==> src/rtl/spi_eeprom_defs.vh <==
// Constants for the serial EEPROM command front end
`ifndef SPI_EEPROM_DEFS_VH
`define SPI_EEPROM_DEFS_VH
`define OP_ARRAY_READ    8'h03
`define OP_ARRAY_WRITE   8'h02
`define OP_LATCH_CLEAR   8'h04
`define OP_LATCH_SET     8'h06
`define OP_STATUS_READ   8'h05
`define OP_STATUS_WRITE  8'h01
`define OP_DONT_CARE_MSK 8'hF7
`define ADDR_W           7
`define PAGE_W           4
`define ST_BUSY_BIT      0
`define ST_LATCH_BIT     1
`define ST_GUARD_LO_BIT  2
`define ST_GUARD_HI_BIT  3
`define GUARD_RESET      2'h0
`define GUARD_QUARTER    7'h60
`define GUARD_HALF       7'h40
`define WRITE_TIME_NS    5000000
`define CLK_PERIOD_NS    100
`define FIFO_DEPTH       4
`endif

==> src/rtl/byte_fifo.v <==
// Small valid/ready FIFO with registered read data
`timescale 1ns/100ps
module byte_fifo #(
    parameter WIDTH = 8,
    parameter DEPTH = 4,
    parameter AW    = 2
) (
    input  wire             i_clk,
    input  wire             i_rstn,
    input  wire             i_flush,
    input  wire             i_in_valid,
    output wire             o_in_ready,
    input  wire [WIDTH-1:0] i_in_data,
    output wire             o_out_valid,
    input  wire             i_out_ready,
    output wire [WIDTH-1:0] o_out_data
);
    reg  [WIDTH-1:0] mem_r [0:DEPTH-1];
    reg  [AW-1:0]    wr_r;
    reg  [AW-1:0]    rd_r;
    reg  [AW:0]      cnt_r;
    reg  [WIDTH-1:0] head_r;
    wire             push;
    wire             pop;
    wire [AW-1:0]    rd_next;

    assign o_in_ready  = (cnt_r != DEPTH[AW:0]);
    assign o_out_valid = (cnt_r != {(AW+1){1'b0}});
    assign push        = i_in_valid & o_in_ready;
    assign pop         = o_out_valid & i_out_ready;
    assign o_out_data  = head_r;
    assign rd_next     = pop ? rd_r + 1'b1 : rd_r;

    // Head register tracks the word at the read pointer, taking a write to that slot in the same cycle
    always @(posedge i_clk or negedge i_rstn) begin
        if (!i_rstn) begin
            wr_r   <= {AW{1'b0}};
            rd_r   <= {AW{1'b0}};
            cnt_r  <= {(AW+1){1'b0}};
            head_r <= {WIDTH{1'b0}};
        end else if (i_flush) begin
            wr_r  <= {AW{1'b0}};
            rd_r  <= {AW{1'b0}};
            cnt_r <= {(AW+1){1'b0}};
        end else begin
            if (push) begin
                wr_r <= wr_r + 1'b1;
            end
            rd_r  <= rd_next;
            cnt_r <= cnt_r + {{AW{1'b0}}, push} - {{AW{1'b0}}, pop};
            head_r <= (push && (wr_r == rd_next)) ? i_in_data : mem_r[rd_next];
        end
    end

    always @(posedge i_clk) begin
        if (push) begin
            mem_r[wr_r] <= i_in_data;
        end
    end
endmodule // byte_fifo

==> src/rtl/spi_eeprom_core.v <==
// Serial EEPROM command front end: SPI decode, page buffer, array and status
// Behaviour
// - Shift opcode into 8-bit register on rising edges
// - All bytes travel MSb first
// - First bit sampled on first rise after select
// - Pause freezes sequence; release resumes it
// - Read opcode plus address streams array data
// - Read address increments, wraps 7Fh to 00h
// - Raising select ends a read
// - Latch sets only on deselect after opcode
// - Page write wraps within 16-byte page
// - Program only if deselect follows byte end
// - Status readable while busy; array reads fail
// - Finished write cycle clears the latch
// - Decode array read and write, bit 3 ignored
// - Decode latch set and latch clear
// - Decode status read and status write
// - Latch cleared by reset, commands, protect low
// - Status layout busy, latch, two guard bits
// - Busy flag high only during write cycle
// - Latch bit follows latch, even if protected
// - Guard bits change only by status write
// - No write without latch set beforehand
// - Guard codes protect none, quarter, half, all
// - Write cycle ends within 5 ms
// - Protect input low blocks every write
// - Serial output released while deselected
`timescale 1ns/100ps
`include "spi_eeprom_defs.vh"
module spi_eeprom_core #(
    parameter WRITE_CYCLES = (`WRITE_TIME_NS) / (`CLK_PERIOD_NS)
) (
    input  wire i_clk,
    input  wire i_rstn,
    input  wire i_sck,
    input  wire i_cs_n,
    input  wire i_si,
    input  wire i_pause_n,
    input  wire i_wp_n,
    output wire o_so,
    output wire o_so_oe_n
);
    // ****************************************
    // Pin synchronisers
    // ****************************************
    reg [1:0] s1_r;
    reg [1:0] s2_r;
    reg [1:0] s3_r;
    reg [1:0] s4_r;
    reg [1:0] s5_r;
    reg       sck_d_r;
    reg       cs_d_r;
    wire sck_s  = s1_r[1];
    wire cs_s   = s2_r[1];
    wire si_s   = s3_r[1];
    wire hold_s = s4_r[1];
    wire wp_s   = s5_r[1];

    always @(posedge i_clk or negedge i_rstn) begin
        if (!i_rstn) begin
            s1_r    <= 2'h0;
            s2_r    <= 2'h3;
            s3_r    <= 2'h0;
            s4_r    <= 2'h3;
            s5_r    <= 2'h3;
            sck_d_r <= 1'b0;
            cs_d_r  <= 1'b1;
        end else begin
            s1_r    <= {s1_r[0], i_sck};
            s2_r    <= {s2_r[0], i_cs_n};
            s3_r    <= {s3_r[0], i_si};
            s4_r    <= {s4_r[0], i_pause_n};
            s5_r    <= {s5_r[0], i_wp_n};
            sck_d_r <= sck_s;
            cs_d_r  <= cs_s;
        end
    end

    // Pause is taken while the clock is low and the device is selected
    reg  paused_r;
    wire rise   = sck_s & ~sck_d_r & ~cs_s & ~paused_r;
    wire fall   = ~sck_s & sck_d_r & ~cs_s & ~paused_r;
    wire cs_up  = cs_s & ~cs_d_r;

    always @(posedge i_clk or negedge i_rstn) begin
        if (!i_rstn) begin
            paused_r <= 1'b0;
        end else if (cs_s) begin
            paused_r <= 1'b0;
        end else if (!sck_s) begin
            paused_r <= ~hold_s;
        end
    end

    // ****************************************
    // Opcode decode
    // ****************************************
    localparam S_OP   = 3'h0;
    localparam S_ADDR = 3'h1;
    localparam S_RD   = 3'h2;
    localparam S_WR   = 3'h3;
    localparam S_SRD  = 3'h4;
    localparam S_SWR  = 3'h5;
    localparam S_DONE = 3'h6;
    localparam S_IGN  = 3'h7;

    function op_is;
        input [7:0] op;
        input [7:0] code;
        begin
            op_is = ((op & `OP_DONT_CARE_MSK) == code);
        end
    endfunction

    function guarded;
        input [1:0]         g;
        input [`ADDR_W-1:0] a;
        begin
            case (g)
                2'h0:    guarded = 1'b0;
                2'h1:    guarded = (a >= `GUARD_QUARTER);
                2'h2:    guarded = (a >= `GUARD_HALF);
                default: guarded = 1'b1;
            endcase
        end
    endfunction

    reg [2:0]         st_r;
    reg [7:0]         sh_r;
    reg [2:0]         bit_r;
    reg [7:0]         op_r;
    reg [`ADDR_W-1:0] addr_r;
    reg               latch_r;
    reg               busy_r;
    reg [1:0]         guard_r;
    reg [7:0]         out_r;
    reg               so_r;
    reg               byte_end_r;
    reg               any_data_r;
    reg [7:0]         new_status_r;
    reg [22:0]        tmr_r;
    reg               prog_arr_r;
    reg               prog_st_r;
    reg [`ADDR_W-1:0] page_base_r;
    reg [`PAGE_W:0]   pend_r;
    reg [`PAGE_W-1:0] pidx_r;
    reg [7:0]         page_r [0:(1<<`PAGE_W)-1];
    reg [`PAGE_W:0]   drained_r;
    wire [7:0]        sh_in  = {sh_r[6:0], si_s};
    wire [7:0]        status = {4'h0, guard_r, latch_r, busy_r};
    wire [7:0]        mem_rd;

    // Array storage; read data registered
    reg [7:0]         arr_r [0:(1<<`ADDR_W)-1];
    reg [7:0]         arr_q_r;
    wire              f_valid;
    wire [7:0]        f_data;
    wire              f_in_ready;
    reg               f_push_r;
    reg [7:0]         f_wdata_r;
    reg [`ADDR_W-1:0] wr_addr_r;
    wire              f_pop = f_valid & prog_arr_r;

    always @(posedge i_clk) begin
        arr_q_r <= arr_r[addr_r];
        if (f_pop) begin
            arr_r[wr_addr_r] <= f_data;
        end
    end
    assign mem_rd = arr_q_r;

    always @(posedge i_clk or negedge i_rstn) begin
        if (!i_rstn) begin
            st_r       <= S_OP;
            sh_r       <= 8'h00;
            bit_r      <= 3'h0;
            op_r       <= 8'h00;
            addr_r     <= {`ADDR_W{1'b0}};
            out_r      <= 8'h00;
            so_r       <= 1'b0;
            byte_end_r <= 1'b0;
            any_data_r <= 1'b0;
            new_status_r <= 8'h00;
            page_base_r  <= {`ADDR_W{1'b0}};
            pend_r     <= {(`PAGE_W+1){1'b0}};
            pidx_r     <= {`PAGE_W{1'b0}};
        end else if (cs_s) begin
            st_r       <= S_OP;
            bit_r      <= 3'h0;
            if (!cs_up) begin
                byte_end_r <= 1'b0;
                any_data_r <= 1'b0;
                pend_r     <= busy_r ? pend_r : {(`PAGE_W+1){1'b0}};
            end
        end else if (rise) begin
            sh_r       <= sh_in;
            bit_r      <= bit_r + 3'h1;
            byte_end_r <= (bit_r == 3'h7);
            if (bit_r == 3'h7) begin
                case (st_r)
                    S_OP: begin
                        op_r <= sh_in;
                        if (op_is(sh_in, `OP_ARRAY_READ) || op_is(sh_in, `OP_ARRAY_WRITE)) begin
                            st_r <= S_ADDR;
                        end else if (op_is(sh_in, `OP_STATUS_READ)) begin
                            st_r  <= S_SRD;
                            out_r <= status;
                        end else if (op_is(sh_in, `OP_STATUS_WRITE)) begin
                            st_r <= S_SWR;
                        end else if (op_is(sh_in, `OP_LATCH_SET)
                                     || op_is(sh_in, `OP_LATCH_CLEAR)) begin
                            st_r <= S_DONE;
                        end else begin
                            st_r <= S_IGN;
                        end
                        if (busy_r && !op_is(sh_in, `OP_STATUS_READ)) begin
                            st_r <= S_IGN;
                        end
                    end
                    S_ADDR: begin
                        addr_r      <= sh_in[`ADDR_W-1:0];
                        page_base_r <= {sh_in[`ADDR_W-1:`PAGE_W], {`PAGE_W{1'b0}}};
                        pidx_r      <= sh_in[`PAGE_W-1:0];
                        if (op_is(op_r, `OP_ARRAY_WRITE)) begin
                            st_r <= S_WR;
                        end else if (busy_r) begin
                            st_r <= S_IGN;
                        end else begin
                            st_r <= S_RD;
                        end
                    end
                    S_RD: begin
                        addr_r <= addr_r + 1'b1;
                    end
                    S_WR: begin
                        page_r[pidx_r] <= sh_in;
                        pidx_r     <= pidx_r + 1'b1;
                        any_data_r <= 1'b1;
                        if (pend_r != (1 << `PAGE_W)) begin
                            pend_r <= pend_r + 1'b1;
                        end
                    end
                    S_SWR: begin
                        new_status_r <= sh_in;
                        any_data_r   <= 1'b1;
                        st_r         <= S_DONE;
                    end
                    S_SRD: begin
                        out_r <= status;
                    end
                    default: begin
                        st_r <= S_IGN;
                    end
                endcase
            end
        end else if (fall) begin
            // Output shifts after the falling clock edge
            if (bit_r == 3'h0 && st_r == S_RD) begin
                out_r <= mem_rd;
                so_r  <= mem_rd[7];
            end else if (bit_r == 3'h0 && st_r == S_SRD) begin
                so_r  <= status[7];
                out_r <= status;
            end else begin
                so_r  <= out_r[3'h7 - bit_r];
            end
        end
    end

    // Read data is presented in a read state; a low pause input releases it at once
    assign o_so      = so_r;
    assign o_so_oe_n = cs_s | paused_r | ~hold_s | ~((st_r == S_RD) | (st_r == S_SRD));

    // ****************************************
    // Latch, guard and write cycle
    // ****************************************
    wire end_ok   = cs_up & byte_end_r & (bit_r == 3'h0);
    wire wr_go    = end_ok & (st_r == S_WR) & any_data_r & latch_r & wp_s & ~busy_r
                    & ~guarded(guard_r, page_base_r);
    wire sw_go    = end_ok & (st_r == S_DONE) & any_data_r & op_is(op_r, `OP_STATUS_WRITE)
                    & latch_r & wp_s & ~busy_r;
    wire set_go   = end_ok & (st_r == S_DONE) & op_is(op_r, `OP_LATCH_SET) & ~busy_r;
    wire clr_go   = end_ok & (st_r == S_DONE) & op_is(op_r, `OP_LATCH_CLEAR) & ~busy_r;
    wire cyc_done = busy_r & (tmr_r == 23'h000000) & ~f_valid & ~f_push_r;

    always @(posedge i_clk or negedge i_rstn) begin
        if (!i_rstn) begin
            latch_r    <= 1'b0;
            busy_r     <= 1'b0;
            guard_r    <= `GUARD_RESET;
            tmr_r      <= 23'h000000;
            prog_arr_r <= 1'b0;
            prog_st_r  <= 1'b0;
            drained_r  <= {(`PAGE_W+1){1'b0}};
            f_push_r   <= 1'b0;
            f_wdata_r  <= 8'h00;
            wr_addr_r  <= {`ADDR_W{1'b0}};
        end else begin
            f_push_r <= 1'b0;
            if (wr_go || sw_go) begin
                busy_r     <= 1'b1;
                tmr_r      <= WRITE_CYCLES[22:0] - 23'h000001;
                prog_arr_r <= wr_go;
                prog_st_r  <= sw_go;
                drained_r  <= {(`PAGE_W+1){1'b0}};
            end else if (busy_r) begin
                if (tmr_r != 23'h000000) begin
                    tmr_r <= tmr_r - 23'h000001;
                end
                // Page buffer streams into the array through the FIFO
                if (prog_arr_r && drained_r != pend_r && f_in_ready && !f_push_r) begin
                    f_push_r  <= 1'b1;
                    f_wdata_r <= page_r[(pidx_r - pend_r[`PAGE_W-1:0])
                                        + drained_r[`PAGE_W-1:0]];
                    drained_r <= drained_r + 1'b1;
                end
                if (f_pop) begin
                    wr_addr_r <= {wr_addr_r[`ADDR_W-1:`PAGE_W],
                                  wr_addr_r[`PAGE_W-1:0] + 1'b1};
                end
                if (cyc_done && drained_r == pend_r) begin
                    busy_r     <= 1'b0;
                    latch_r    <= 1'b0;
                    prog_arr_r <= 1'b0;
                    prog_st_r  <= 1'b0;
                    if (prog_st_r) begin
                        guard_r <= new_status_r[`ST_GUARD_HI_BIT:`ST_GUARD_LO_BIT];
                    end
                end
            end
            if (wr_go) begin
                // First byte lands at the start address when at most 16 bytes were sent; the rest wrap in the page
                wr_addr_r <= page_base_r
                             | {{(`ADDR_W-`PAGE_W){1'b0}}, pidx_r - pend_r[`PAGE_W-1:0]};
            end
            if (set_go) begin
                latch_r <= 1'b1;
            end
            if (clr_go || sw_go) begin
                latch_r <= 1'b0;
            end
            if (!wp_s) begin
                latch_r <= 1'b0;
            end
        end
    end

    byte_fifo #(
        .WIDTH (8),
        .DEPTH (`FIFO_DEPTH),
        .AW    (2)
    ) u_fifo (
        .i_clk       (i_clk),
        .i_rstn      (i_rstn),
        .i_flush     (1'b0),
        .i_in_valid  (f_push_r),
        .o_in_ready  (f_in_ready),
        .i_in_data   (f_wdata_r),
        .o_out_valid (f_valid),
        .i_out_ready (prog_arr_r),
        .o_out_data  (f_data)
    );
endmodule // spi_eeprom_core

==> config.mk <==
export PLATFORM = sky130hd
export DESIGN_NAME = spi_eeprom_core
export DESIGN_NICKNAME = d
export VERILOG_FILES = /design/src/rtl/byte_fifo.v /design/src/rtl/spi_eeprom_core.v
export VERILOG_INCLUDE_DIRS = /design/src /design/src/rtl
export SDC_FILE = /design/constraint.sdc
export NUM_CORES = 2
export LEC_CHECK = 0
export BUFFER_PORTS_ARGS = -buffer_cell sky130_fd_sc_hd__buf_2
export CAP_MARGIN = 40
export CELL_PAD_IN_SITES_DETAIL_PLACEMENT = 1
export CELL_PAD_IN_SITES_GLOBAL_PLACEMENT = 2
export CORE_ASPECT_RATIO = 1.1
export CORE_MARGIN = 2
export CORE_UTILIZATION = 45
export DETAILED_ROUTE_END_ITERATION = 7
export PLACE_DENSITY = 0.8
export SLEW_MARGIN = 25
export SYNTH_ARGS = -nofsm -noshare
export SYNTH_HDL_FRONTEND = slang
export SYNTH_SLANG_ARGS = --single-unit
==> constraint.sdc <==
create_clock -name i_clk -period 5.9 [get_ports i_clk]
set_input_delay 0.59 -clock i_clk [delete_from_list [all_inputs] [get_ports i_clk]]
set_output_delay 0.59 -clock i_clk [all_outputs]
set_load 0.02 [all_outputs]
Word-level counts from Yosys, hierarchy flattened
Memories as Yosys holds them, arrays and structs flattened. A register that Yosys moved wholly into a read port is not among the register bits.
Cells that the tools add are included.
Widths: inputs -> output; s select.
- register bits: 117
- bits in latches: 0
- memory bits (writable): 1184
- ROM bits: 0
- input bits: 7
- output and inout port bits: 2
- word-level logic and storage cells: 273
- memories kept: 3
- memory list (name ; depth ; width ; read ports ; clocked after memory_dff ; write ports ; line ; RTL):
    arr_r ; 128 ; 8 ; 1 ; 1 ; 1 ; spi_eeprom_core.v:154 ; reg [7:0] arr_r [0:(1<<`ADDR_W)-1];
    page_r ; 16 ; 8 ; 1 ; 1 ; 1 ; spi_eeprom_core.v:147 ; reg [7:0] page_r [0:(1<<`PAGE_W)-1];
    u_fifo.mem_r ; 4 ; 8 ; 1 ; 1 ; 1 ; byte_fifo.v:18 ; reg [WIDTH-1:0] mem_r [0:DEPTH-1];
- add/subtract/negate cells: 14
- multipliers: 0
- divide/modulo/power cells: 0
- magnitude comparators: 3
- eq/ne operators: 35
- shift-type cells: 0
- multiplexer cells: 78
- bitwise logic cells: 48
- reduce and logical (&&, ||, !) cells: 58
- operator list (cell ; number):
    $mux 23 ; 3
    $mux 8 ; 7
    $mux 5 ; 10
    $mux 1 ; 36
    $eq 7x3->1 const B ; 5
    $and 1x1->1 ; 30
    $reduce_and 4->1 ; 7
    $reduce_bool 2->1 ; 14
    $mux 3 ; 9
    $logic_not 23->1 ; 1
    $reduce_bool 23->1 ; 1
    $sub 23x1->23 const B ; 1
    $eq 7x2->1 const B ; 3
    $pmux 8 s2 ; 1
    $reduce_and 3->1 ; 5
    $eq 7x1->1 const B ; 2
    $ge 7x7->1 const B ; 2
    $mux 7 ; 2
    $pmux 7 s2 ; 1
    $not 1->1 ; 13
    $eq 3x3->1 const B ; 4
    $pmux 3 s4 ; 1
    $add 5x1->5 const B ; 2
    $reduce_and 2->1 ; 5
    other kinds (40) ; 71

Depth between registers and ports, before layout
- word-level depth: 15
- depth in mapped cells: 11
- gate-level depth less buffers: 11

Cells and area by module
From an unflattened synthesis, not the netlist that was laid out.
- cells, all modules: 2821
- area total of the unflattened synthesis: 52978.3 um^2
- modules (own cells, without submodules) (module ; times used ; cells an instance ; area an instance (um^2) ; sequential area each (um^2)):
    spi_eeprom_core ; 1 ; 2631 ; 50559.7 ; 37639.8
    byte_fifo ; 1 ; 190 ; 2418.6 ; 1336.3

Least setup slack after synthesis
OpenSTA, ideal clock, no wires.
- kind: register to register
- from: reg pidx_r[0]
- to: reg f_wdata_r[0], read port of page_r
- library setup time: 125 ps
- arrival: 3238 ps
- required time: 5775 ps
- slack: 2537 ps
- cell stages (with the launch flop): 11
- buffers on the path: 1
- period minus slack after synthesis: 3363 ps
- cell sequence: dfrtp_1 > inv_1 > ha_1 > inv_1 > fa_1 > inv_1 > fa_1 > clkbuf_1 > mux4_2 > mux4_2 > mux2_2
- word-level cells in the longest chain between the ends: 2
- RTL lines (item ; line ; RTL):
    from (decl) ; spi_eeprom_core.v:146 ; reg [`PAGE_W-1:0] pidx_r;
    from (signal assigned) ; spi_eeprom_core.v:186 ; pidx_r <= {`PAGE_W{1'b0}};
    from (signal assigned) ; spi_eeprom_core.v:223 ; pidx_r <= sh_in[`PAGE_W-1:0];
    from (signal assigned) ; spi_eeprom_core.v:237 ; pidx_r <= pidx_r + 1'b1;
    $sub 4x4->4 ; spi_eeprom_core.v:313 ; f_wdata_r <= page_r[(pidx_r - pend_r[`PAGE_W-1:0])
    $add 4x4->4 ; spi_eeprom_core.v:313 ;
    to (decl) ; spi_eeprom_core.v:160 ; reg [7:0] f_wdata_r;
No other way between the ends.
A chain may end at the register's enable or synchronous reset.

Worst setup path in the final report
- from: reg pidx_r[0]
- to: reg f_wdata_r[6], read port of page_r
The elaborated chain is that of the path after synthesis.

==> results.py <==
metrics = {
    "clock_network": {
        "maximum_clock_insertion_buffer_count": 3,
        "clock-sinks": 1322,
        "cts.root.buffer_cell": "clkbuf_16",
        "clk_transition_reported_paths_ns": 0.06,
        "clock_latency_ns": 0.76,
        "tritoncts": "yes",
        "htree_num_levels": 4,
        "cts.repair_timing.setup_buffer_count": 0,
        "cts-buffers-inserted": 137,
    },
    "synthesis": {
        "synth_compound_area_share_pct": 3.32,
        "yosys.area.top_type_share_pct": 67.9,
        "synth_xor_xnor_area_share_pct": 0.810,
        "seq_total_area_yosys_pct": 74.4,
        "synth.mux.area_fraction_pct": 15.3,
        "count_of_state_elements_after_synthesis": 1322,
        "synth_top_family_by_area": "multiplexers",
        "yosys.area_share.simple_pct": 4.09,
        "yosys.area_share.adder_pct": 0.736,
        "ys.flop_type": "edfxtp_1",
        "yosysUniqueCellTypes": 71,
        "postSynth.asyncResetShare_pct": 9.83,
        "yosys.cell_count.top_type": "edfxtp_1",
        "synthesis.area_um2": 52400,
        "syn-num-nets": 2845,
        "syn-instance-count": 2809,
        "avgSynthCellArea_um2": 18.6,
        "synth-edff-count": 1184,
        "synthTopCellsByCount": "1184 x edfxtp_1, 242 x mux4_2, 215 x mux2i_1",
        "synth_area_leaders": "edfxtp_1 68%, mux4_2 10%, dfrtp_1 5.9%",
        "synth-warning-count": 0,
        "netlist.top_cell.by_area": "edfxtp_1",
    },
    "layout": {
        "area.growth.synth_to_final_pct": 13.5,
        "num-fill-cells": 10500,
        "finalNetCount": 2963,
        "antenna_cells_inserted": 0,
        "final_core_util_pct": 51.4,
        "post_route_cells_drive_above_1_share_pct": 20.7,
    },
    "timing": {
        "worst-slew-pin-transition_ns": 0.992,
        "timing.final.crit_share_pct": 65.8,
        "timing.final.max_slew_violations": 0,
        "post-route-min-period_ns": 3.88,
        "achievable-frequency_mhz": 257,
        "setup_tns_ns": 0,
        "hold_violations": 0,
        "rsz_0062_raised_after_global_routing": "no",
        "finalClockSkew_ns": 0.0341,
        "final-setup-viol-count": 0,
        "timing.slew.headroom_pct": 33.2,
    },
    "die": {
        "die_y_um": 362,
        "pin_count": 9,
        "num_rows": 131,
        "fp.coreArea_um2": 116000,
        "die-area_um2": 119000,
        "die_width_um": 329,
        "starting_utilization_of_the_core_area_pct": 45.3,
    },
    "global_routing": {
        "grt_first_pass_wirelength_um": 199000,
        "grt_use_total_pct": 22.9,
        "overflow": 0,
        "first_global_vias": 28900,
        "antenna_violations_before_repair": 2,
        "pin_count_of_the_biggest_net_entering_global_routing": 77,
    },
    "power": {
        "power.clock.fraction_pct": 43.9,
        "post-layout-total-power_w": 0.0192,
        "p_seq_share_pct": 53.4,
        "powerDensity_nw_per_um2": 323,
        "static-leakage-power_nw": 14.8,
        "ir_drop_v": 0.000303,
        "intPower_w": 0.0152,
        "switchingPower_w": 0.00398,
        "share_comb_of_total_power_pct": 2.7,
        "power.switching_fraction_pct": 20.7,
    },
    "route": {
        "drc": 0,
        "drt-wirelength-per-cell_um": 29.4,
        "post_drt_via_cell_ratio": 5.94,
        "finalWirelength_um": 134000,
        "drtIter0Drc": 2523,
        "drt_pre_antenna_iters": 7,
        "num_vias": 27100,
        "final_antenna_net_count": 0,
    },
    "run": {
        "maximum_capacitance_violations": 0,
    },
    "status": {
        "outcome": "complete, no violations",
    },
    "placed_design": {
        "portBuffers": 8,
        "dp_hpwl_um": 84300,
        "gpl.final_weighted_congestion": 0.846,
    },
    "setup_path": {
        "cp_max_fo": 8,
        "worstSetupPathType": "reg2reg",
        "worst_setup_path_end_kind": "register",
        "crit_path_cells": "inv_1 > ha_1 > inv_1 > fa_1 > ha_1 > a21o_1 > a21oi_1 > xnor2_1 > xnor3_1 > mux4_2 > mux2_2",
        "worstSetupStartpointType": "register",
        "critPathSlowestCell": "xnor3_1",
        "path_buf_inv": 2,
        "worst-endpoint-required_ns": 6.54,
        "critPathTopFamily": "adder cells",
        "crit_path_max_incr_delay_ns": 0.65,
        "cp_data_arrival_time_ns": 4.52,
    },
    "hold_path": {
        "hold_class": "in2async",
    },
}
-- sequential cells by signal (all words and copies together), names as in the netlist, 8 cells and up --
name               flops
u_fifo.mem_r          32
page_r               128
tmr_r                 23
f_wdata_r              8
arr_q_r                8
arr_r               1024
out_r                  8
u_fifo.o_out_data      8
-- per-layer routing --
layer,global-route usage (%),vias to the layer above,share of wire [%]
met5,0,-,0.0097
met4,9.03,2,3.7
met3,3.34,246,5.4
met2,38.6,886,51
met1,30.0,14500,40
li1,-,11500,-
-- worst paths after layout --
| path | from | slack [ns] | to | cells past startpoint |
|---|---|---|---|---|
| max | pidx_r[0] | 2.02 | f_wdata_r[6] | 11 |
| min | i_rstn | 0.21 | f_wdata_r[5] | 2 |
| max reg2reg | pidx_r[0] | 2.02 | f_wdata_r[6] | 11 |
| min in group i_clk | s3_r[0] | 0.36 | s3_r[1] | 0 |
| max in group asynchronous | i_rstn | 4.42 | s4_r[1] | 5 |
| min reg2reg | s3_r[0] | 0.36 | s3_r[1] | 0 |
-- per-stage QoR --
step                hold WS, ns  cell area (um2)  worst slack, ns  std cells
detailed placement        0.350            54600             2.03       4268
finish                    0.214            59400             2.02       4562
global route              0.225            59400             1.78       4562
global placement          0.344            54200             2.06       4243
floorplan                 0.294            52400             2.54       2809
CTS                       0.187            59000             1.98       4519
-- layout make-up --
cell class              count  area (um2)  share of cell area (%)
flip-flops and latches   1322       39000                    65.6
multi-input cells        1313       12800                    21.5
clock buffers             177        3670                    6.18
well taps                1529        1910                    3.22
repair buffers            120        1240                    2.09
clock inverters            68         689                    1.16
inverters                  33         124                   0.208
-- power by group through the flow --
stage / registers [W] / logic, W / clock network, W
floorplan: 0.0104 / 0.000302 / 0
global placement: 0.0105 / 0.000407 / 0
detailed placement: 0.0105 / 0.000440 / 0
CTS: 0.0103 / 0.000447 / 0.00857
global route: 0.0103 / 0.000556 / 0.00890
finish: 0.0103 / 0.000514 / 0.00844
-- logic make-up (layout without fill, tap and decap cells) --
family          after synthesis  count (layout)
buf+inv                     174             398
flops                      1322            1322
simple gates                466             466
xor+xnor                     46              46
mux                         494             494
fa+ha+maj                    29              29
compound gates              278             278
-- layout by cell type (no fill, tap or decap), drive strengths merged, types with 4 or more instances in the layout --
master | synthesis | layout
nand3b | 11 | 11
or3 | 6 | 6
mux2i | 215 | 215
nor2b | 10 | 10
dfrtp | 123 | 123
xnor2 | 25 | 25
a221oi | 17 | 17
dlygate4sd3 | 0 | 6
and3 | 8 | 8
edfxtp | 1184 | 1184
o22ai | 19 | 19
dfstp | 7 | 7
bufinv | 0 | 9
xor2 | 20 | 20
mux4 | 242 | 242
nand3 | 38 | 38
nand4 | 10 | 10
mux2 | 37 | 37
dfxtp | 8 | 8
a211oi | 16 | 16
a31oi | 24 | 24
o211ai | 11 | 11
nor3 | 24 | 24
clkinv | 0 | 48
a21o | 4 | 4
and2 | 6 | 6
ha | 26 | 26
o21ai | 72 | 72
nand2 | 110 | 110
buf | 55 | 108
nor4 | 11 | 11
clkinvlp | 0 | 6
a22oi | 33 | 33
inv | 33 | 38
nor2 | 205 | 205
clkbuf | 86 | 183
o21a | 5 | 5
nand2b | 8 | 8
a21oi | 63 | 63
-- repair_timing --
item,4_1_cts,5_1_grt
hold endpoints to repair,10,0
gates resized for setup,0,0
hold buffers,6,0
(Power assumes the default switching activity.)
